$ cat src/include/tbpwm_consts.vh
/*
 * Constants of the ten-bit PWM channel: register offsets, field
 * positions, reset values and AXI4-Lite response codes.
 * Assumes it is included by bare name from the design files.
 */
`ifndef TBPWM_CONSTS_VH
`define TBPWM_CONSTS_VH

`define TBPWM_AW          4
`define TBPWM_OFF_CTRL    4'h0
`define TBPWM_OFF_DCH     4'h4
`define TBPWM_OFF_DCL     4'h8

`define TBPWM_SEL_CTRL    2'h0
`define TBPWM_SEL_DCH     2'h1
`define TBPWM_SEL_DCL     2'h2
`define TBPWM_SEL_NONE    2'h3

`define TBPWM_EN_BIT      7
`define TBPWM_OUT_BIT     5
`define TBPWM_POL_BIT     4
`define TBPWM_DCL_HI      7
`define TBPWM_DCL_LO      6

`define TBPWM_DUTY_W      10
`define TBPWM_DUTY_ZERO   10'h000
`define TBPWM_BIT_CLR     1'h0
`define TBPWM_BIT_SET     1'h1
`define TBPWM_BYTE_ZERO   8'h00
`define TBPWM_PAD         24'h000000
`define TBPWM_WORD_ZERO   32'h00000000

`define TBPWM_RESP_OKAY   2'h0
`define TBPWM_RESP_SLVERR 2'h2

`endif

$ cat src/tbpwm_top.v
/*
 * Ten-bit PWM channel with an AXI4-Lite register slave: control
 * register, duty high and duty low registers, compare buffer and
 * waveform output.
 * Assumes a shared base timer on core_clk that supplies its count,
 * two sub-count bits, its period limit and clear/match pulses.
 */
`timescale 1ns/100ps
`include "tbpwm_consts.vh"


module tbpwm_top (
  input  wire                    core_clk,
  input  wire                    reset,
  // axi4-lite write address
  input  wire                    s_axi_awvalid,
  output reg                     s_axi_awready,
  input  wire [`TBPWM_AW-1:0]    s_axi_awaddr,
  input  wire [2:0]              s_axi_awprot,
  // axi4-lite write data
  input  wire                    s_axi_wvalid,
  output reg                     s_axi_wready,
  input  wire [31:0]             s_axi_wdata,
  input  wire [3:0]              s_axi_wstrb,
  // axi4-lite write response
  output reg                     s_axi_bvalid,
  input  wire                    s_axi_bready,
  output reg  [1:0]              s_axi_bresp,
  // axi4-lite read address
  input  wire                    s_axi_arvalid,
  output reg                     s_axi_arready,
  input  wire [`TBPWM_AW-1:0]    s_axi_araddr,
  input  wire [2:0]              s_axi_arprot,
  // axi4-lite read data
  output reg                     s_axi_rvalid,
  input  wire                    s_axi_rready,
  output reg  [31:0]             s_axi_rdata,
  output reg  [1:0]              s_axi_rresp,
  // shared base timer
  input  wire [7:0]              base_timer,
  input  wire [1:0]              sub_count,
  input  wire [7:0]              period_limit,
  input  wire                    timer_clear,
  input  wire                    period_match,
  // channel output
  output wire                    pwm_out
);

  // address decode, used by both the write and the read path
  function [1:0] reg_sel;
    input [`TBPWM_AW-1:0] addr;
    begin
      case (addr)
        `TBPWM_OFF_CTRL: reg_sel = `TBPWM_SEL_CTRL;
        `TBPWM_OFF_DCH:  reg_sel = `TBPWM_SEL_DCH;
        `TBPWM_OFF_DCL:  reg_sel = `TBPWM_SEL_DCL;
        default:         reg_sel = `TBPWM_SEL_NONE;
      endcase
    end
  endfunction

  // response code, shared by the write and the read answer
  function [1:0] resp_code;
    input [1:0] sel;
    begin
      if (sel == `TBPWM_SEL_NONE) begin
        resp_code = `TBPWM_RESP_SLVERR;
      end else begin
        resp_code = `TBPWM_RESP_OKAY;
      end
    end
  endfunction

  // control fields
  reg                        enable_reg;
  reg                        enable_next;
  reg                        output_invert_reg;
  reg                        output_invert_next;
  // duty registers, not reset
  reg  [7:0]                 duty_high_bits_reg;
  reg  [7:0]                 duty_high_bits_next;
  reg  [1:0]                 duty_low_bits_reg;
  reg  [1:0]                 duty_low_bits_next;

  // write channel holding state
  reg                        aw_held_reg;
  reg                        aw_held_next;
  reg  [`TBPWM_AW-1:0]       aw_addr_reg;
  reg  [`TBPWM_AW-1:0]       aw_addr_next;
  reg                        w_held_reg;
  reg                        w_held_next;
  reg  [7:0]                 w_byte_reg;
  reg  [7:0]                 w_byte_next;
  reg                        w_lane_reg;
  reg                        w_lane_next;
  reg                        bvalid_next;
  reg  [1:0]                 bresp_next;
  reg                        awready_next;
  reg                        wready_next;

  // read channel state
  reg                        arready_next;
  reg                        rvalid_next;
  reg  [31:0]                rdata_next;
  reg  [1:0]                 rresp_next;
  reg  [7:0]                 rd_byte;

  wire                       aw_take;
  wire                       w_take;
  wire                       ar_take;
  wire                       do_write;
  wire [1:0]                 wr_sel;
  wire [1:0]                 rd_sel;
  wire [`TBPWM_DUTY_W-1:0]   duty_live;
  reg  [7:0]                 control_view;
  reg  [7:0]                 duty_low_view;

  assign aw_take  = s_axi_awvalid && s_axi_awready;
  assign w_take   = s_axi_wvalid && s_axi_wready;
  assign ar_take  = s_axi_arvalid && s_axi_arready;
  assign do_write = aw_held_reg && w_held_reg && !s_axi_bvalid;
  assign wr_sel   = reg_sel(aw_addr_reg);
  assign rd_sel   = reg_sel(s_axi_araddr);

  // control register as software sees it, unimplemented bits zero
  always @* begin
    control_view                 = `TBPWM_BYTE_ZERO;
    control_view[`TBPWM_EN_BIT]  = enable_reg;
    control_view[`TBPWM_OUT_BIT] = pwm_out;
    control_view[`TBPWM_POL_BIT] = output_invert_reg;
  end

  // duty low register as software sees it
  always @* begin
    duty_low_view                              = `TBPWM_BYTE_ZERO;
    duty_low_view[`TBPWM_DCL_HI:`TBPWM_DCL_LO] = duty_low_bits_reg;
  end

  // write address and data, taken in either order
  always @* begin
    aw_held_next = aw_held_reg;
    aw_addr_next = aw_addr_reg;
    w_held_next  = w_held_reg;
    w_byte_next  = w_byte_reg;
    w_lane_next  = w_lane_reg;
    bvalid_next  = s_axi_bvalid;
    bresp_next   = s_axi_bresp;
    if (aw_take) begin
      aw_held_next = `TBPWM_BIT_SET;
      aw_addr_next = s_axi_awaddr;
    end
    if (w_take) begin
      w_held_next = `TBPWM_BIT_SET;
      w_byte_next = s_axi_wdata[7:0];
      w_lane_next = s_axi_wstrb[0];
    end
    if (do_write) begin
      aw_held_next = `TBPWM_BIT_CLR;
      w_held_next  = `TBPWM_BIT_CLR;
      // both halves held: commit and answer
      bvalid_next  = `TBPWM_BIT_SET;
      bresp_next   = resp_code(wr_sel);
    end else if (s_axi_bvalid && s_axi_bready) begin
      bvalid_next = `TBPWM_BIT_CLR;
    end
    awready_next = !aw_held_next && !bvalid_next;
    wready_next  = !w_held_next && !bvalid_next;
  end

  // register updates from a completed write
  always @* begin
    enable_next         = enable_reg;
    output_invert_next  = output_invert_reg;
    duty_high_bits_next = duty_high_bits_reg;
    duty_low_bits_next  = duty_low_bits_reg;
    if (do_write && w_lane_reg) begin
      case (wr_sel)
        `TBPWM_SEL_CTRL: begin
          enable_next        = w_byte_reg[`TBPWM_EN_BIT];
          output_invert_next = w_byte_reg[`TBPWM_POL_BIT];
        end
        `TBPWM_SEL_DCH: begin
          duty_high_bits_next = w_byte_reg;
        end
        `TBPWM_SEL_DCL: begin
          duty_low_bits_next = w_byte_reg[`TBPWM_DCL_HI:`TBPWM_DCL_LO];
        end
        default: begin
          enable_next = enable_reg;
        end
      endcase
    end
  end

  // read path
  always @* begin
    case (rd_sel)
      `TBPWM_SEL_CTRL: rd_byte = control_view;
      `TBPWM_SEL_DCH:  rd_byte = duty_high_bits_reg;
      `TBPWM_SEL_DCL:  rd_byte = duty_low_view;
      default:         rd_byte = `TBPWM_BYTE_ZERO;
    endcase
    arready_next = s_axi_arready;
    rvalid_next  = s_axi_rvalid;
    rdata_next   = s_axi_rdata;
    rresp_next   = s_axi_rresp;
    if (ar_take) begin
      arready_next = `TBPWM_BIT_CLR;
      rvalid_next  = `TBPWM_BIT_SET;
      rdata_next   = {`TBPWM_PAD, rd_byte};
      rresp_next   = resp_code(rd_sel);
    end else if (s_axi_rvalid && s_axi_rready) begin
      rvalid_next  = `TBPWM_BIT_CLR;
      arready_next = `TBPWM_BIT_SET;
    end
  end

  always @(posedge core_clk) begin
    if (reset) begin
      aw_held_reg       <= `TBPWM_BIT_CLR;
      aw_addr_reg       <= `TBPWM_OFF_CTRL;
      w_held_reg        <= `TBPWM_BIT_CLR;
      w_byte_reg        <= `TBPWM_BYTE_ZERO;
      w_lane_reg        <= `TBPWM_BIT_CLR;
      s_axi_awready     <= `TBPWM_BIT_CLR;
      s_axi_wready      <= `TBPWM_BIT_CLR;
      s_axi_bvalid      <= `TBPWM_BIT_CLR;
      s_axi_bresp       <= `TBPWM_RESP_OKAY;
      s_axi_arready     <= `TBPWM_BIT_CLR;
      s_axi_rvalid      <= `TBPWM_BIT_CLR;
      s_axi_rdata       <= `TBPWM_WORD_ZERO;
      s_axi_rresp       <= `TBPWM_RESP_OKAY;
    end else begin
      aw_held_reg       <= aw_held_next;
      aw_addr_reg       <= aw_addr_next;
      w_held_reg        <= w_held_next;
      w_byte_reg        <= w_byte_next;
      w_lane_reg        <= w_lane_next;
      s_axi_awready     <= awready_next;
      s_axi_wready      <= wready_next;
      s_axi_bvalid      <= bvalid_next;
      s_axi_bresp       <= bresp_next;
      // ready again once idle with no read pending
      s_axi_arready     <= arready_next || (!rvalid_next && !ar_take);
      s_axi_rvalid      <= rvalid_next;
      s_axi_rdata       <= rdata_next;
      s_axi_rresp       <= rresp_next;
    end
  end

  // control fields, cleared by every reset
  always @(posedge core_clk) begin
    if (reset) begin
      enable_reg        <= `TBPWM_BIT_CLR;
      output_invert_reg <= `TBPWM_BIT_CLR;
    end else begin
      enable_reg        <= enable_next;
      output_invert_reg <= output_invert_next;
    end
  end

  // duty bits survive reset
  always @(posedge core_clk) begin
    duty_high_bits_reg <= duty_high_bits_next;
    duty_low_bits_reg  <= duty_low_bits_next;
  end

  tbpwm_dbuf tbpwm_dbuf_i (
    .core_clk     (core_clk),
    .duty_high    (duty_high_bits_reg),
    .duty_low     (duty_low_bits_reg),
    .period_match (period_match),
    .duty_live    (duty_live)
  );

  tbpwm_wave tbpwm_wave_i (
    .core_clk     (core_clk),
    .reset        (reset),
    .enable       (enable_reg),
    .invert       (output_invert_reg),
    .timer_clear  (timer_clear),
    .base_timer   (base_timer),
    .sub_count    (sub_count),
    .period_limit (period_limit),
    .duty_live    (duty_live),
    .pwm_out      (pwm_out)
  );

endmodule

$ cat src/tbpwm_dbuf.v
/*
 * Compare buffer for the duty value: copies the two software duty
 * registers into the buffer on each period match.
 * Assumes period_match is a one-cycle pulse on core_clk.
 */
`timescale 1ns/100ps
`include "tbpwm_consts.vh"

module tbpwm_dbuf (
  input  wire                      core_clk,
  input  wire [7:0]                duty_high,
  input  wire [1:0]                duty_low,
  input  wire                      period_match,
  output wire [`TBPWM_DUTY_W-1:0]  duty_live
);

  reg  [`TBPWM_DUTY_W-1:0] duty_buf_reg;
  wire [`TBPWM_DUTY_W-1:0] duty_buf_next;

  assign duty_buf_next = {duty_high, duty_low};

  // no reset: buffer keeps its value through a reset
  always @(posedge core_clk) begin
    if (period_match) begin
      duty_buf_reg <= duty_buf_next;
    end
  end

  // value seen by a clear in the same cycle as the reload
  assign duty_live = period_match ? duty_buf_next : duty_buf_reg;

endmodule

$ cat src/tbpwm_wave.v
/*
 * Waveform generator: sets the wave at timer clear for a nonzero duty, ends it at the
 * duty match unless the duty reaches the period limit, applies polarity and registers the channel output.
 * Assumes timer signals come from logic on core_clk.
 */
`timescale 1ns/100ps
`include "tbpwm_consts.vh"

module tbpwm_wave (
  input  wire                      core_clk,
  input  wire                      reset,
  input  wire                      enable,
  input  wire                      invert,
  input  wire                      timer_clear,
  input  wire [7:0]                base_timer,
  input  wire [1:0]                sub_count,
  input  wire [7:0]                period_limit,
  input  wire [`TBPWM_DUTY_W-1:0]  duty_live,
  output reg                       pwm_out
);

  reg                      wave_reg;
  reg                      wave_next;
  wire [`TBPWM_DUTY_W-1:0] ext_count;
  wire                     full_duty;

  assign ext_count = {base_timer, sub_count};
  assign full_duty = (duty_live[`TBPWM_DUTY_W-1:2] >= period_limit);

  always @* begin
    wave_next = wave_reg;
    if (!enable) begin
      wave_next = `TBPWM_BIT_CLR;
    end else if (timer_clear) begin
      wave_next = (duty_live != `TBPWM_DUTY_ZERO);
    end else if ((ext_count == duty_live) && !full_duty) begin
      wave_next = `TBPWM_BIT_CLR;
    end
  end

  always @(posedge core_clk) begin
    if (reset) begin
      wave_reg <= `TBPWM_BIT_CLR;
      pwm_out  <= `TBPWM_BIT_CLR;
    end else begin
      wave_reg <= wave_next;
      pwm_out  <= wave_next ^ invert;
    end
  end

endmodule

$ cat config.mk
export PLATFORM = sky130hd
export DESIGN_NAME = tbpwm_top
export DESIGN_NICKNAME = d
export VERILOG_FILES = /design/src/tbpwm_top.v /design/src/tbpwm_dbuf.v /design/src/tbpwm_wave.v
export VERILOG_INCLUDE_DIRS = /design/src /design/src/include
export SDC_FILE = /design/constraint.sdc
export NUM_CORES = 1
export LEC_CHECK = 0
export ABC_CLOCK_PERIOD_IN_PS = 2050
export BUFFER_PORTS_ARGS = -buffer_cell sky130_fd_sc_hd__buf_2
export CAP_MARGIN = 20
export CORE_ASPECT_RATIO = 2
export CORE_MARGIN = 2
export CORE_UTILIZATION = 46
export CTS_BUF_LIST = sky130_fd_sc_hd__clkbuf_16
export CTS_CLUSTER_DIAMETER = 40
export DETAILED_ROUTE_END_ITERATION = 8
export PLACE_DENSITY = 0.77
export SETUP_SLACK_MARGIN = 0.5
export SYNTH_ARGS = -nofsm -noshare
export SYNTH_HDL_FRONTEND = slang
export SYNTH_SLANG_ARGS = --single-unit
export TNS_END_PERCENT = 10
$ cat constraint.sdc
create_clock -name core_clk -period 2.05 [get_ports core_clk]
set_input_delay 0.205 -clock core_clk [delete_from_list [all_inputs] [get_ports core_clk]]
set_output_delay 0.205 -clock core_clk [all_outputs]
set_load 0.02 [all_outputs]
# [After elaboration in Yosys (flattened, before gate mapping)]
# Cells that the tools add are included.
[classes] eq_ne=11 mux=19 n_reduce_logical=28 n_bitwise=1 magnitude_cmp=1
[ops] op="one-hot mux 8 bit (3 select lines)" count=1
[ops] op="two-way mux 1 bit" count=13
[ops] op="logical AND 1 bit" count=12
[ops] op="one-hot mux 2 bit (3 select lines)" count=2
[ops] op="== test 10 bit" count=1
[ops] op="two-way mux 10 bit" count=1
[ops] op="nonzero test 10 bit" count=1
[ops] op="== test 2 bit, second input constant" count=4
[ops] op="== test 4 x 3 -> 1 bit, second input constant" count=2
[ops] op="== test 4 bit, second input constant" count=2
[ops] op=">= comparator 8 bit" count=1
[ops] op="logical NOT 4 bit" count=2
[ops] op="logical NOT 1 bit" count=7
[ops] op="AND reduction 2 bit" count=3
[ops] op="== test 2 x 1 -> 1 bit, second input constant" count=2
[ops] op="logical NOT 2 bit" count=2
[ops] op="two-way mux 2 bit" count=2
[ops] op="logical OR 1 bit" count=1
[ops] op="bitwise XOR 1 bit" count=1
[totals] inputBits=77 output_inout_bits=42 elab_cells=80 ff_bits=56

# [Longest topological paths before layout]
# Gate-level depths: netlist (run 1).
[logic_depth] depth_word=8 depth_mapped=9 mapped_depth_nobuf=8

# [Modules after synthesis]
# Synthesis (run 1) repeated with hierarchy kept, for this count alone.
[hier_totals] hier_cells=259 area_unflattened_um2=2570.0
[by_module_without_submodules] mod="tbpwm_top" n_inst=1 area_per_inst_um2=1773.0 cells_per_inst=183 seq_area_each_um2=940.9
[by_module_without_submodules] mod="tbpwm_wave" n_inst=1 area_per_inst_um2=435.4 cells_per_inst=55 seq_area_each_um2=40.0
[by_module_without_submodules] mod="tbpwm_dbuf" n_inst=1 area_per_inst_um2=361.6 cells_per_inst=21 seq_area_each_um2=200.2

# [Least setup slack after synthesis (run 1)]
# No wires, ideal clock.
[synth_timing] path_kind="register -> register" from="register s_axi_bvalid" to="register duty_high_bits_reg[0] (enable)" slack_ps=187 n_path_buf=0 stages_incl_launch_ff=4 setup_ps=385 t_required_ps=1665 arrival_time_ps=1478 synth_period_minus_slack_ps=1863 path_cell_list="dfxtp_1 and3b_1 nand3_1 nor3b_1"
[synth_between] elab_chain_cells=4
[synth_lines] element="start, declared" line="tbpwm_top.v:26" text="output reg s_axi_bvalid,"
[synth_lines] element="start signal, assigned" line="tbpwm_top.v:227" text="s_axi_bvalid <= `TBPWM_BIT_CLR;"
[synth_lines] element="start signal, assigned" line="tbpwm_top.v:241" text="s_axi_bvalid <= bvalid_next;"
[synth_lines] element="logical NOT 1 bit" line="tbpwm_top.v:121" text="assign do_write = aw_held_reg && w_held_reg && !s_axi_bvalid;"
[synth_lines] element="logical AND 1 bit" line="tbpwm_top.v:121"
[synth_lines] element="logical AND 1 bit" line="tbpwm_top.v:176" text="if (do_write && w_lane_reg) begin"
[synth_lines] element="AND reduction 2 bit (no source line)"
[synth_lines] element="end signal, assigned" line="tbpwm_top.v:264" text="duty_high_bits_reg <= duty_high_bits_next;"
[synth_lines] element="end, declared" line="tbpwm_top.v:80" text="reg [7:0] duty_high_bits_reg;"
# No other way between the ends.
# A chain may end at the register's enable or synchronous reset.

# [Worst setup path in the final report (run 1)]
[layout_timing] from="register duty_high_bits_reg[2]" to="register tbpwm_wave_i.pwm_out"
[layout_between] elab_chain_cells=8 elab_cells_between_ends=10 classes_between="order compare (1); eq/ne (1); mux (4); bitwise (1); reduce/logical (3)"
[layout_lines] element="two-way mux 10 bit *" line="tbpwm_dbuf.v:30" text="assign duty_live = period_match ? duty_buf_next : duty_buf_reg;"
[layout_lines] element="via duty_live[4]" line="tbpwm_top.v:114" text="wire [`TBPWM_DUTY_W-1:0] duty_live;"
[layout_lines] element=">= comparator 8 bit" line="tbpwm_wave.v:28" text="assign full_duty = (duty_live[`TBPWM_DUTY_W-1:2] >= period_limit);"
[layout_lines] element="logical NOT 1 bit" line="tbpwm_wave.v:36" text="end else if ((ext_count == duty_live) && !full_duty) begin"
[layout_lines] element="logical AND 1 bit" line="tbpwm_wave.v:36"
[layout_lines] element="two-way mux 1 bit" line="tbpwm_wave.v:36"
[layout_lines] element="two-way mux 1 bit *" line="tbpwm_wave.v:34" text="end else if (timer_clear) begin"
[layout_lines] element="two-way mux 1 bit *" line="tbpwm_wave.v:32" text="if (!enable) begin"
[layout_lines] element="bitwise XOR 1 bit *" line="tbpwm_wave.v:47" text="pwm_out <= wave_next ^ invert;"
[layout_lines] element="end signal, assigned" line="tbpwm_wave.v:44" text="pwm_out <= `TBPWM_BIT_CLR;"
[layout_lines] element="end signal, assigned" line="tbpwm_wave.v:47"
[layout_lines] element="end, declared" line="tbpwm_wave.v:19" text="output reg pwm_out"
# Mark *: on every way through the listed nets, which the timed path passes. The rest lies on a longest branch.

==> results.ini, run 1 <==
[global_routing]
grt_pass1_wl_mm=8.84
grt_use_total_pct=18.8
grt_max_degree=21
grt.overflow.total=0
grt_pass1_vias=2062
antenna_found_initial=0

[placed_design]
post-place-ws_ns=-0.0127
place_inst=388
place_congestion=0.919
dp_hpwl_mm=4.38
port-buffer-count=59

[critical_path]
endpoint_kind=register
arrival_ns=1.99
cp_max_fo=3
start_kind=register
path_class=reg2reg
critical_path_required_ns=2.21

[layout]
largest_reg_flops=10
multi_input_area_sq_um=1260
layout.cells.non_filler=404
drive_gt1_share_pct=32.3
final_common_cell=buf_2
finalCoreUtilization_pct=58.7
seq_area_sq_um=1180
n_antenna_cell=0
final_nets=428
layout_common_cells=buf_2, dfxtp_1, nand2_1
fillers=488
syn_to_final_growth_pct=23.8

[yosys]
synth_edf_count=10
yosys-top-cells-area=dfxtp_1, edfxtp_1, buf_4
yosysTopAreaCellShare_pct=34.6
netlist_instances=265
synth_seq_area_share_pct=46.4
ys_ff_latch=54
yosys_warnings=0
yosysTopAreaCell=dfxtp_1
ys_types=45
synthArstFlopShare_pct=0
syn_area_sq_um=2550
syn_area_per_cell_sq_um=9.61
ys.flop_type=dfxtp_1

[floorplanning]
die_y_microns=109
die_area_sq_um=6180
io_pins=119
rows=38
core_area_sq_um=5370
start_util_pct=47.4
die_w_microns=56.6

[clock_network]
h-tree-depth=2
cts.clk_slew.worst_paths_ns=0.07
clock_latency_ns=0.29
cts_tree=built
clockRootBuffer=clkbuf_16
clock-sinks=54
numCtsBuffers=5
clock_path_buffers=2

[power_and_ir_drop]
cellPowerDensity_nw_per_um2=721
leakage_nw=1.36
ir_drop_v=0.000624

[sta]
fin_skew_ns=0.00346
setup_violations=0
finalHoldViolations=0
rsz0062_at_grt=yes
fin_crit_ns=1.83
min_period_over_period_pct=89.4
slew_violations=0
fin_setup_tns_ns=0
clock.fmax_ghz=0.546
holdWs_ns=0.146
setup_ws_ns=0.217

[route]
avgRoutedWirePerCell_microns=14.2
detail-route-antenna-nets=0
drtPass1Iterations=4
drc=0
vias=2099
via_per_inst=5.20
wl_mm=5.72
drt-initial-drc-count=100

[min_path]
hold_class=in2reg

[job]
max_cap_violations=0

[run_status]
status=completed

-- path summary, 6_finish.rpt --
kind	cells after the start	to	slack [ns]	start
worst max-delay path	6	tbpwm_wave_i.pwm_out$_SDFF_PP0_	0.22	duty_high_bits_reg[2]$_DFFE_PP_
worst min-delay path	3	w_byte_reg[5]$_SDFFE_PP0P_	0.15	s_axi_wdata[5]
worst max register to register	6	tbpwm_wave_i.pwm_out$_SDFF_PP0_	0.22	duty_high_bits_reg[2]$_DFFE_PP_
worst min register to register	0	duty_high_bits_reg[3]$_DFFE_PP_	0.43	w_byte_reg[3]$_SDFFE_PP0P_
-- final cells by class --
type / count / area share (%)
multi-input combinational: 191 / 40.0
clock inverter: 3 / 0.635
sequential: 54 / 37.5
inverter: 12 / 1.43
timing repair buffer: 79 / 14.1
clock buffer: 5 / 3.97
tap: 60 / 2.38
-- repair_timing --
action,in CTS,in global routing
gates resized for setup,4,7
setup buffers,4,4
hold buffers,0,0
endpoints found under the setup margin,4,18
cloned,0,0
pin swaps,3,2
endpoints found under the hold margin,0,0
-- routing by layer --
metal / GRT usage [%] / vias to the layer above / wire (microns)
met2: 37.6 / 73 / 3320
li1: - / 1032 / -
met1: 15.3 / 974 / 1860
met4: 13.4 / 0 / 271
met3: 3.80 / 20 / 266
met5: 0 / - / 0
-- metrics by stage --
stage / area [sq um] / power (mW)
2_1_floorplan: 2680 / 1.39
3_5_place_dp: 2910 / 1.46
3_3_place_gp: 2910 / 1.45
4_1_cts: 3100 / 2.28
5_1_grt: 3150 / 2.36
6_report: 3150 / 2.27
-- where the power goes --
part           internal (mW)  switching (mW)  leakage, nW
Clock                  0.453           0.375       0.0679
Sequential              1.11          0.0260        0.446
Combinational          0.124           0.180        0.844
Total                   1.69           0.581         1.36
-- synthesized netlist by cell type (all sizes together) (2+ instances only) --
library cell  instances
dfxtp                44
buf                  28
nand2                28
a21oi                22
nor2                 22
inv                  12
edfxtp               10
xor2                  9
ha                    8
mux2i                 8
nand3                 8
mux2                  7
clkbuf                5
nor4                  5
a22oi                 4
nor3                  4
nor3b                 4
o21ai                 4
nand2b                3
nand4                 3
nor4b                 3
a22o                  2
a311oi                2
nand3b                2
nor2b                 2
o21a                  2
or3                   2
-- cell families after synthesis --
family / after synthesis / synth area share (%)
buf+inv: 45 / 10.8
other cells: 1 / 0.147
xor+xnor: 10 / 3.44
flops: 54 / 46.4
compound gates: 42 / 10.1
mux: 15 / 6.73
simple gates: 90 / 18.5
fa+ha+maj: 8 / 3.93
-- worst max-delay path, cell delays in order, from the launching register on --
cell and delay (ns):
edfxtp_1 0.42, mux2_2 0.31, buf_4 0.14, xor2_1 0.13, or3_4 0.33, o211ai_1 0.22
nand4_1 0.13
Power figures use the tool's default switching activity.
==> run 2: changes to the inputs <==
--- a/config.mk
+++ b/config.mk
@@ -6,16 +6,15 @@
 export SDC_FILE = /design/constraint.sdc
 export NUM_CORES = 1
 export LEC_CHECK = 0
-export ABC_CLOCK_PERIOD_IN_PS = 2050
 export BUFFER_PORTS_ARGS = -buffer_cell sky130_fd_sc_hd__buf_2
 export CAP_MARGIN = 20
 export CORE_ASPECT_RATIO = 2
 export CORE_MARGIN = 2
-export CORE_UTILIZATION = 46
+export CORE_UTILIZATION = 45
 export CTS_BUF_LIST = sky130_fd_sc_hd__clkbuf_16
 export CTS_CLUSTER_DIAMETER = 40
 export DETAILED_ROUTE_END_ITERATION = 8
-export PLACE_DENSITY = 0.77
+export PLACE_DENSITY = 0.76
 export SETUP_SLACK_MARGIN = 0.5
 export SYNTH_ARGS = -nofsm -noshare
 export SYNTH_HDL_FRONTEND = slang
==> results.ini, run 2 (synthesized netlist as in run 1, its figures left out) <==
[sta]
finalHoldViolations=0
setup_violations=0
min_period_over_period_pct=91.6
slew_violations=0
clock.fmax_ghz=0.533
fin_skew_ns=0.00603
setup_ws_ns=0.173
rsz0062_at_grt=yes
fin_crit_ns=1.88
fin_setup_tns_ns=0

[layout]
largest_reg_flops=10
fillers=506
layout_common_cells=buf_2, dfxtp_1, nand2_1
final_nets=420
stdcell_area_sq_um=3050
n_antenna_cell=0
drive_gt1_share_pct=28.0
final_common_cell=buf_2
syn_to_final_growth_pct=19.7

[placed_design]
post-place-ws_ns=-0.0142
place_congestion=0.853
place_area_sq_um=2880
dp_hpwl_mm=4.29
port-buffer-count=59

[run_status]
status=completed

[floorplanning]
core_area_sq_um=5420
die_w_microns=57.2
start_util_pct=47.0
die_area_sq_um=6310
die_y_microns=110
io_pins=119
rows=38

[clock_network]
clock-sinks=54
clockRootBuffer=clkbuf_16
clock_latency_ns=0.29
ctsResizeCount=0
cts.clk_slew.worst_paths_ns=0.07
cts_tree=built
numCtsBuffers=5
h-tree-depth=2
clock_path_buffers=2
postCtsHoldBufs=0

[route]
drtPass1Iterations=4
drt-initial-drc-count=45
via_per_inst=5.04
vias=1997
avgRoutedWirePerCell_microns=13.5
drc=0
detail-route-antenna-nets=0
wl_mm=5.34

[critical_path]
rrSetupSlack_ns=0.17
critical_path_required_ns=2.20
endpoint_kind=register
start_kind=register
arrival_ns=2.03
path_class=reg2reg
crit_chain=mux2i_2, inv_1, ha_4, a211oi_2, o21ai_2, nor4_4, nand3b_1, nand4_1
cp_max_fo=3
max_stage_delay_ns=0.43
cp_slowest_cell=edfxtp_1

[global_routing]
grt_pass1_vias=1953
antenna_found_initial=0
grt_max_degree=22
grt.overflow.total=0
grt_use_total_pct=18.0
grt_pass1_wl_mm=8.49

[power_and_ir_drop]
leakage_nw=1.33
ir_drop_v=0.000555
cellPowerDensity_nw_per_um2=734

[min_path]
hold_class=in2reg

[job]
max_cap_violations=0

[run 2: changes by cell type in the layout (fill, tap and decap cells not counted), moves of 2 or more]
cell	delta
inv_1	+2
buf_4	-8
o21ai_0	+2
ha_1	+2
[run 2: cell type report]
type / instances / area (sq um) / share of cell area (%)
clock buffers: 5 / 125 / 4.11
clock inverters: 3 / 17.5 / 0.575
inverters: 12 / 45.0 / 1.48
multi-input cells: 191 / 1220 / 40.0
flip-flops and latches: 54 / 1180 / 38.8
well taps: 60 / 75.1 / 2.46
repair buffers: 71 / 385 / 12.6
[run 2: where the power goes]
| group | switching (mW) | total, mW | internal (mW) |
|---|---|---|---|
| sequential | 0.0246 | 1.14 | 1.11 |
| clock | 0.363 | 0.812 | 0.448 |
| combinational | 0.174 | 0.287 | 0.113 |
| total | 0.562 | 2.24 | 1.68 |
[run 2: timing repair]
item / 4_1_cts / 5_1_grt
endpoints found under the hold margin: 0 / 0
cloned: 0 / 0
setup endpoints to repair: 6 / 18
setup buffers: 2 / 1
[run 2: final timing paths]
path	from	end	cells past startpoint
worst min register to register	w_byte_reg[1]$_SDFFE_PP0P_	duty_high_bits_reg[1]$_DFFE_PP_	0
worst min-delay path	s_axi_wdata[6]	w_byte_reg[6]$_SDFFE_PP0P_	3
worst max register to register	duty_high_bits_reg[5]$_DFFE_PP_	tbpwm_wave_i.pwm_out$_SDFF_PP0_	8
worst max-delay path	duty_high_bits_reg[5]$_DFFE_PP_	tbpwm_wave_i.pwm_out$_SDFF_PP0_	8
[run 2: per-stage QoR]
stage,utilization [%],total power [mW],hold slack (ns),std cells
after detailed placement,53.2,1.45,0.420,385
final,56.2,2.24,0.148,396
after CTS,56.1,2.26,0.143,395
after global placement,53.2,1.44,0.413,385
after floorplan,-,1.39,0.325,290
after global routing,56.2,2.34,0.147,396
[run 2: worst max-delay path: cells and delay by family (launching register included)]
| family | cells | cell delay [ns] |
|---|---|---|
| compound gates | 2 | 0.33 |
| buf+inv | 1 | 0.11 |
| mux | 1 | 0.19 |
| fa+ha+maj | 1 | 0.24 |
| flops | 1 | 0.43 |
| simple gates | 3 | 0.45 |
[run 2: layer usage]
layer | vias to the layer above | track usage [%] | share of wire, %
met4 | 0 | 11.1 | 3.9
met5 | - | 0 | 0
met3 | 16 | 3.73 | 4.5
met1 | 906 | 16.3 | 35
li1 | 1010 | - | -
met2 | 65 | 35.0 | 57
==> run 3: changes to the inputs <==
--- a/config.mk
+++ b/config.mk
@@ -12,7 +12,7 @@
 export CORE_MARGIN = 2
 export CORE_UTILIZATION = 45
 export CTS_BUF_LIST = sky130_fd_sc_hd__clkbuf_16
-export CTS_CLUSTER_DIAMETER = 40
+export CTS_CLUSTER_DIAMETER = 80
 export DETAILED_ROUTE_END_ITERATION = 8
 export PLACE_DENSITY = 0.76
 export SETUP_SLACK_MARGIN = 0.5
==> constraint.sdc (replaced) <==
create_clock -name core_clk -period 2.05 [get_ports core_clk]
set_input_delay 0.3075 -clock core_clk [delete_from_list [all_inputs] [get_ports core_clk]]
set_output_delay 0.3075 -clock core_clk [all_outputs]
set_load 0.02 [all_outputs]
==> results.ini, run 3 (synthesized netlist as in run 1, its figures left out) <==
[job]
max_cap_violations=0

[layout]
final_nets=423
n_antenna_cell=0
largest_reg_flops=10
drive_gt1_share_pct=31.3
stdcell_area_sq_um=3150
syn_to_final_growth_pct=23.6
final_common_cell=buf_2
layout_common_cells=buf_2, dfxtp_1, nand2_1

[sta]
slew_violations=0
clock.fmax_ghz=0.534
fin_setup_tns_ns=0
min_period_over_period_pct=91.3
fin_skew_ns=0.00413
finalHoldViolations=0
fin_crit_ns=1.87
setup_violations=0
rsz0062_at_grt=yes

[run_status]
status=completed

[global_routing]
grt.overflow.total=0
antenna_found_initial=0
grt_max_degree=22
grt_pass1_vias=1995
grt_pass1_wl_mm=8.76
grt_use_total_pct=18.0

[min_path]
hold_end=w_byte_reg[1]$_SDFFE_PP0P_
hold_class=in2reg
hp-start=s_axi_wdata[1]
worstHoldPathCells=3

[placed_design]
port-buffer-count=59
place_congestion=0.849
dp_hpwl_mm=4.34
place_area_sq_um=2910

[route]
drtPass1Iterations=4
wl_mm=5.44
detail-route-antenna-nets=0
via_per_inst=5.16
vias=2057
drt-initial-drc-count=62
drc=0
avgRoutedWirePerCell_microns=13.6

[clock_network]
clock_latency_ns=0.29
clockRootBuffer=clkbuf_16
clock_path_buffers=2
numCtsBuffers=5
h-tree-depth=2
cts.clk_slew.worst_paths_ns=0.07
clock-sinks=54
postCtsHoldBufs=0
cts_tree=built

[power_and_ir_drop]
ir_drop_v=0.000686
cellPowerDensity_nw_per_um2=755
leakage_nw=1.35

[critical_path]
rrSetupSlack_ns=0.18
reg2regPathDepth=8
endpoint_kind=register
start_kind=register
cp_slowest_cell=edfxtp_1
cp_num_buf_inv=1
crit_chain=mux2i_2, inv_2, ha_4, a211oi_4, o21ai_2, nor4_4, nand3b_1, nand4_1
cp_max_fo=3
r2r-start=duty_high_bits_reg[5]$_DFFE_PP_
critical_path_required_ns=2.19
path_class=reg2reg
max_stage_delay_ns=0.43
arrival_ns=2.01
worst_r2r_endpoint=tbpwm_wave_i.pwm_out$_SDFF_PP0_
critPathTopFamily=simple AND/OR/NAND/NOR gates
startpoint=duty_high_bits_reg[5]$_DFFE_PP_

[floorplanning]
die_y_microns=110
core_area_sq_um=5420
die_w_microns=57.2
rows=38
start_util_pct=47.0
die_area_sq_um=6310
io_pins=119

-- run 3: power breakdown --
group,total [mW],switching [mW],internal [mW]
clock,0.933,0.362,0.572
sequential,1.14,0.0268,1.11
combinational,0.301,0.177,0.123
-- run 3: repair_timing --
item,4_1_cts,5_1_grt
setup buffers,2,0
gates cloned,0,0
pin swaps,0,1
endpoints found under the setup margin,8,18
gates resized for setup,0,13
-- run 3: per-stage QoR --
stage          util (%)  setup WS [ns]  power (mW)  instances  hold slack, ns
5_1_grt            58.1         0.0586        2.47        399           0.266
3_5_place_dp       53.7         -0.139        1.46        389           0.419
2_1_floorplan         -          0.279        1.39        290           0.408
6_report           58.1          0.178        2.38        399           0.251
4_1_cts            57.1          0.165        2.38        399           0.251
3_3_place_gp       53.7        -0.0642        1.45        389           0.413
-- run 3: worst max-delay path by stage --
stage	slack (ns)	cells past startpoint	to
6_report	0.18	8	tbpwm_wave_i.pwm_out$_SDFF_PP0_
2_1_floorplan	0.28	9	tbpwm_wave_i.pwm_out$_SDFF_PP0_
3_3_place_gp	-0.06	9	tbpwm_wave_i.pwm_out$_SDFF_PP0_
5_1_grt	0.06	8	tbpwm_wave_i.pwm_out$_SDFF_PP0_
4_1_cts	0.17	8	tbpwm_wave_i.pwm_out$_SDFF_PP0_
3_5_place_dp	-0.14	9	tbpwm_wave_i.pwm_out$_SDFF_PP0_
-- run 3: cell type report --
| class | count | area [sq um] |
|---|---|---|
| Clock buffer | 5 | 125 |
| Clock inverter | 3 | 41.3 |
| Fill cell | 482 | 2270 |
| Inverter | 12 | 45.0 |
| Multi-Input combinational cell | 191 | 1270 |
| Sequential cell | 54 | 1180 |
| Tap cell | 60 | 75.1 |
| Timing Repair Buffer | 74 | 408 |
-- run 3: layer usage --
| metal | vias up | GRT usage [%] | wire [microns] |
|---|---|---|---|
| li1 | 1018 | - | - |
| met1 | 957 | 17.6 | 1840 |
| met2 | 65 | 35.0 | 3150 |
| met3 | 17 | 2.45 | 219 |
| met4 | 0 | 10.3 | 227 |
| met5 | - | 0 | 0 |
-- run 3: worst register-to-register path: stages, from the launching register on --
cell and delay (ns):
edfxtp_1 0.43, mux2i_2 0.21, inv_2 0.08, ha_4 0.23, a211oi_4 0.23, o21ai_2 0.09, nor4_4 0.18, nand3b_1 0.15
nand4_1 0.13
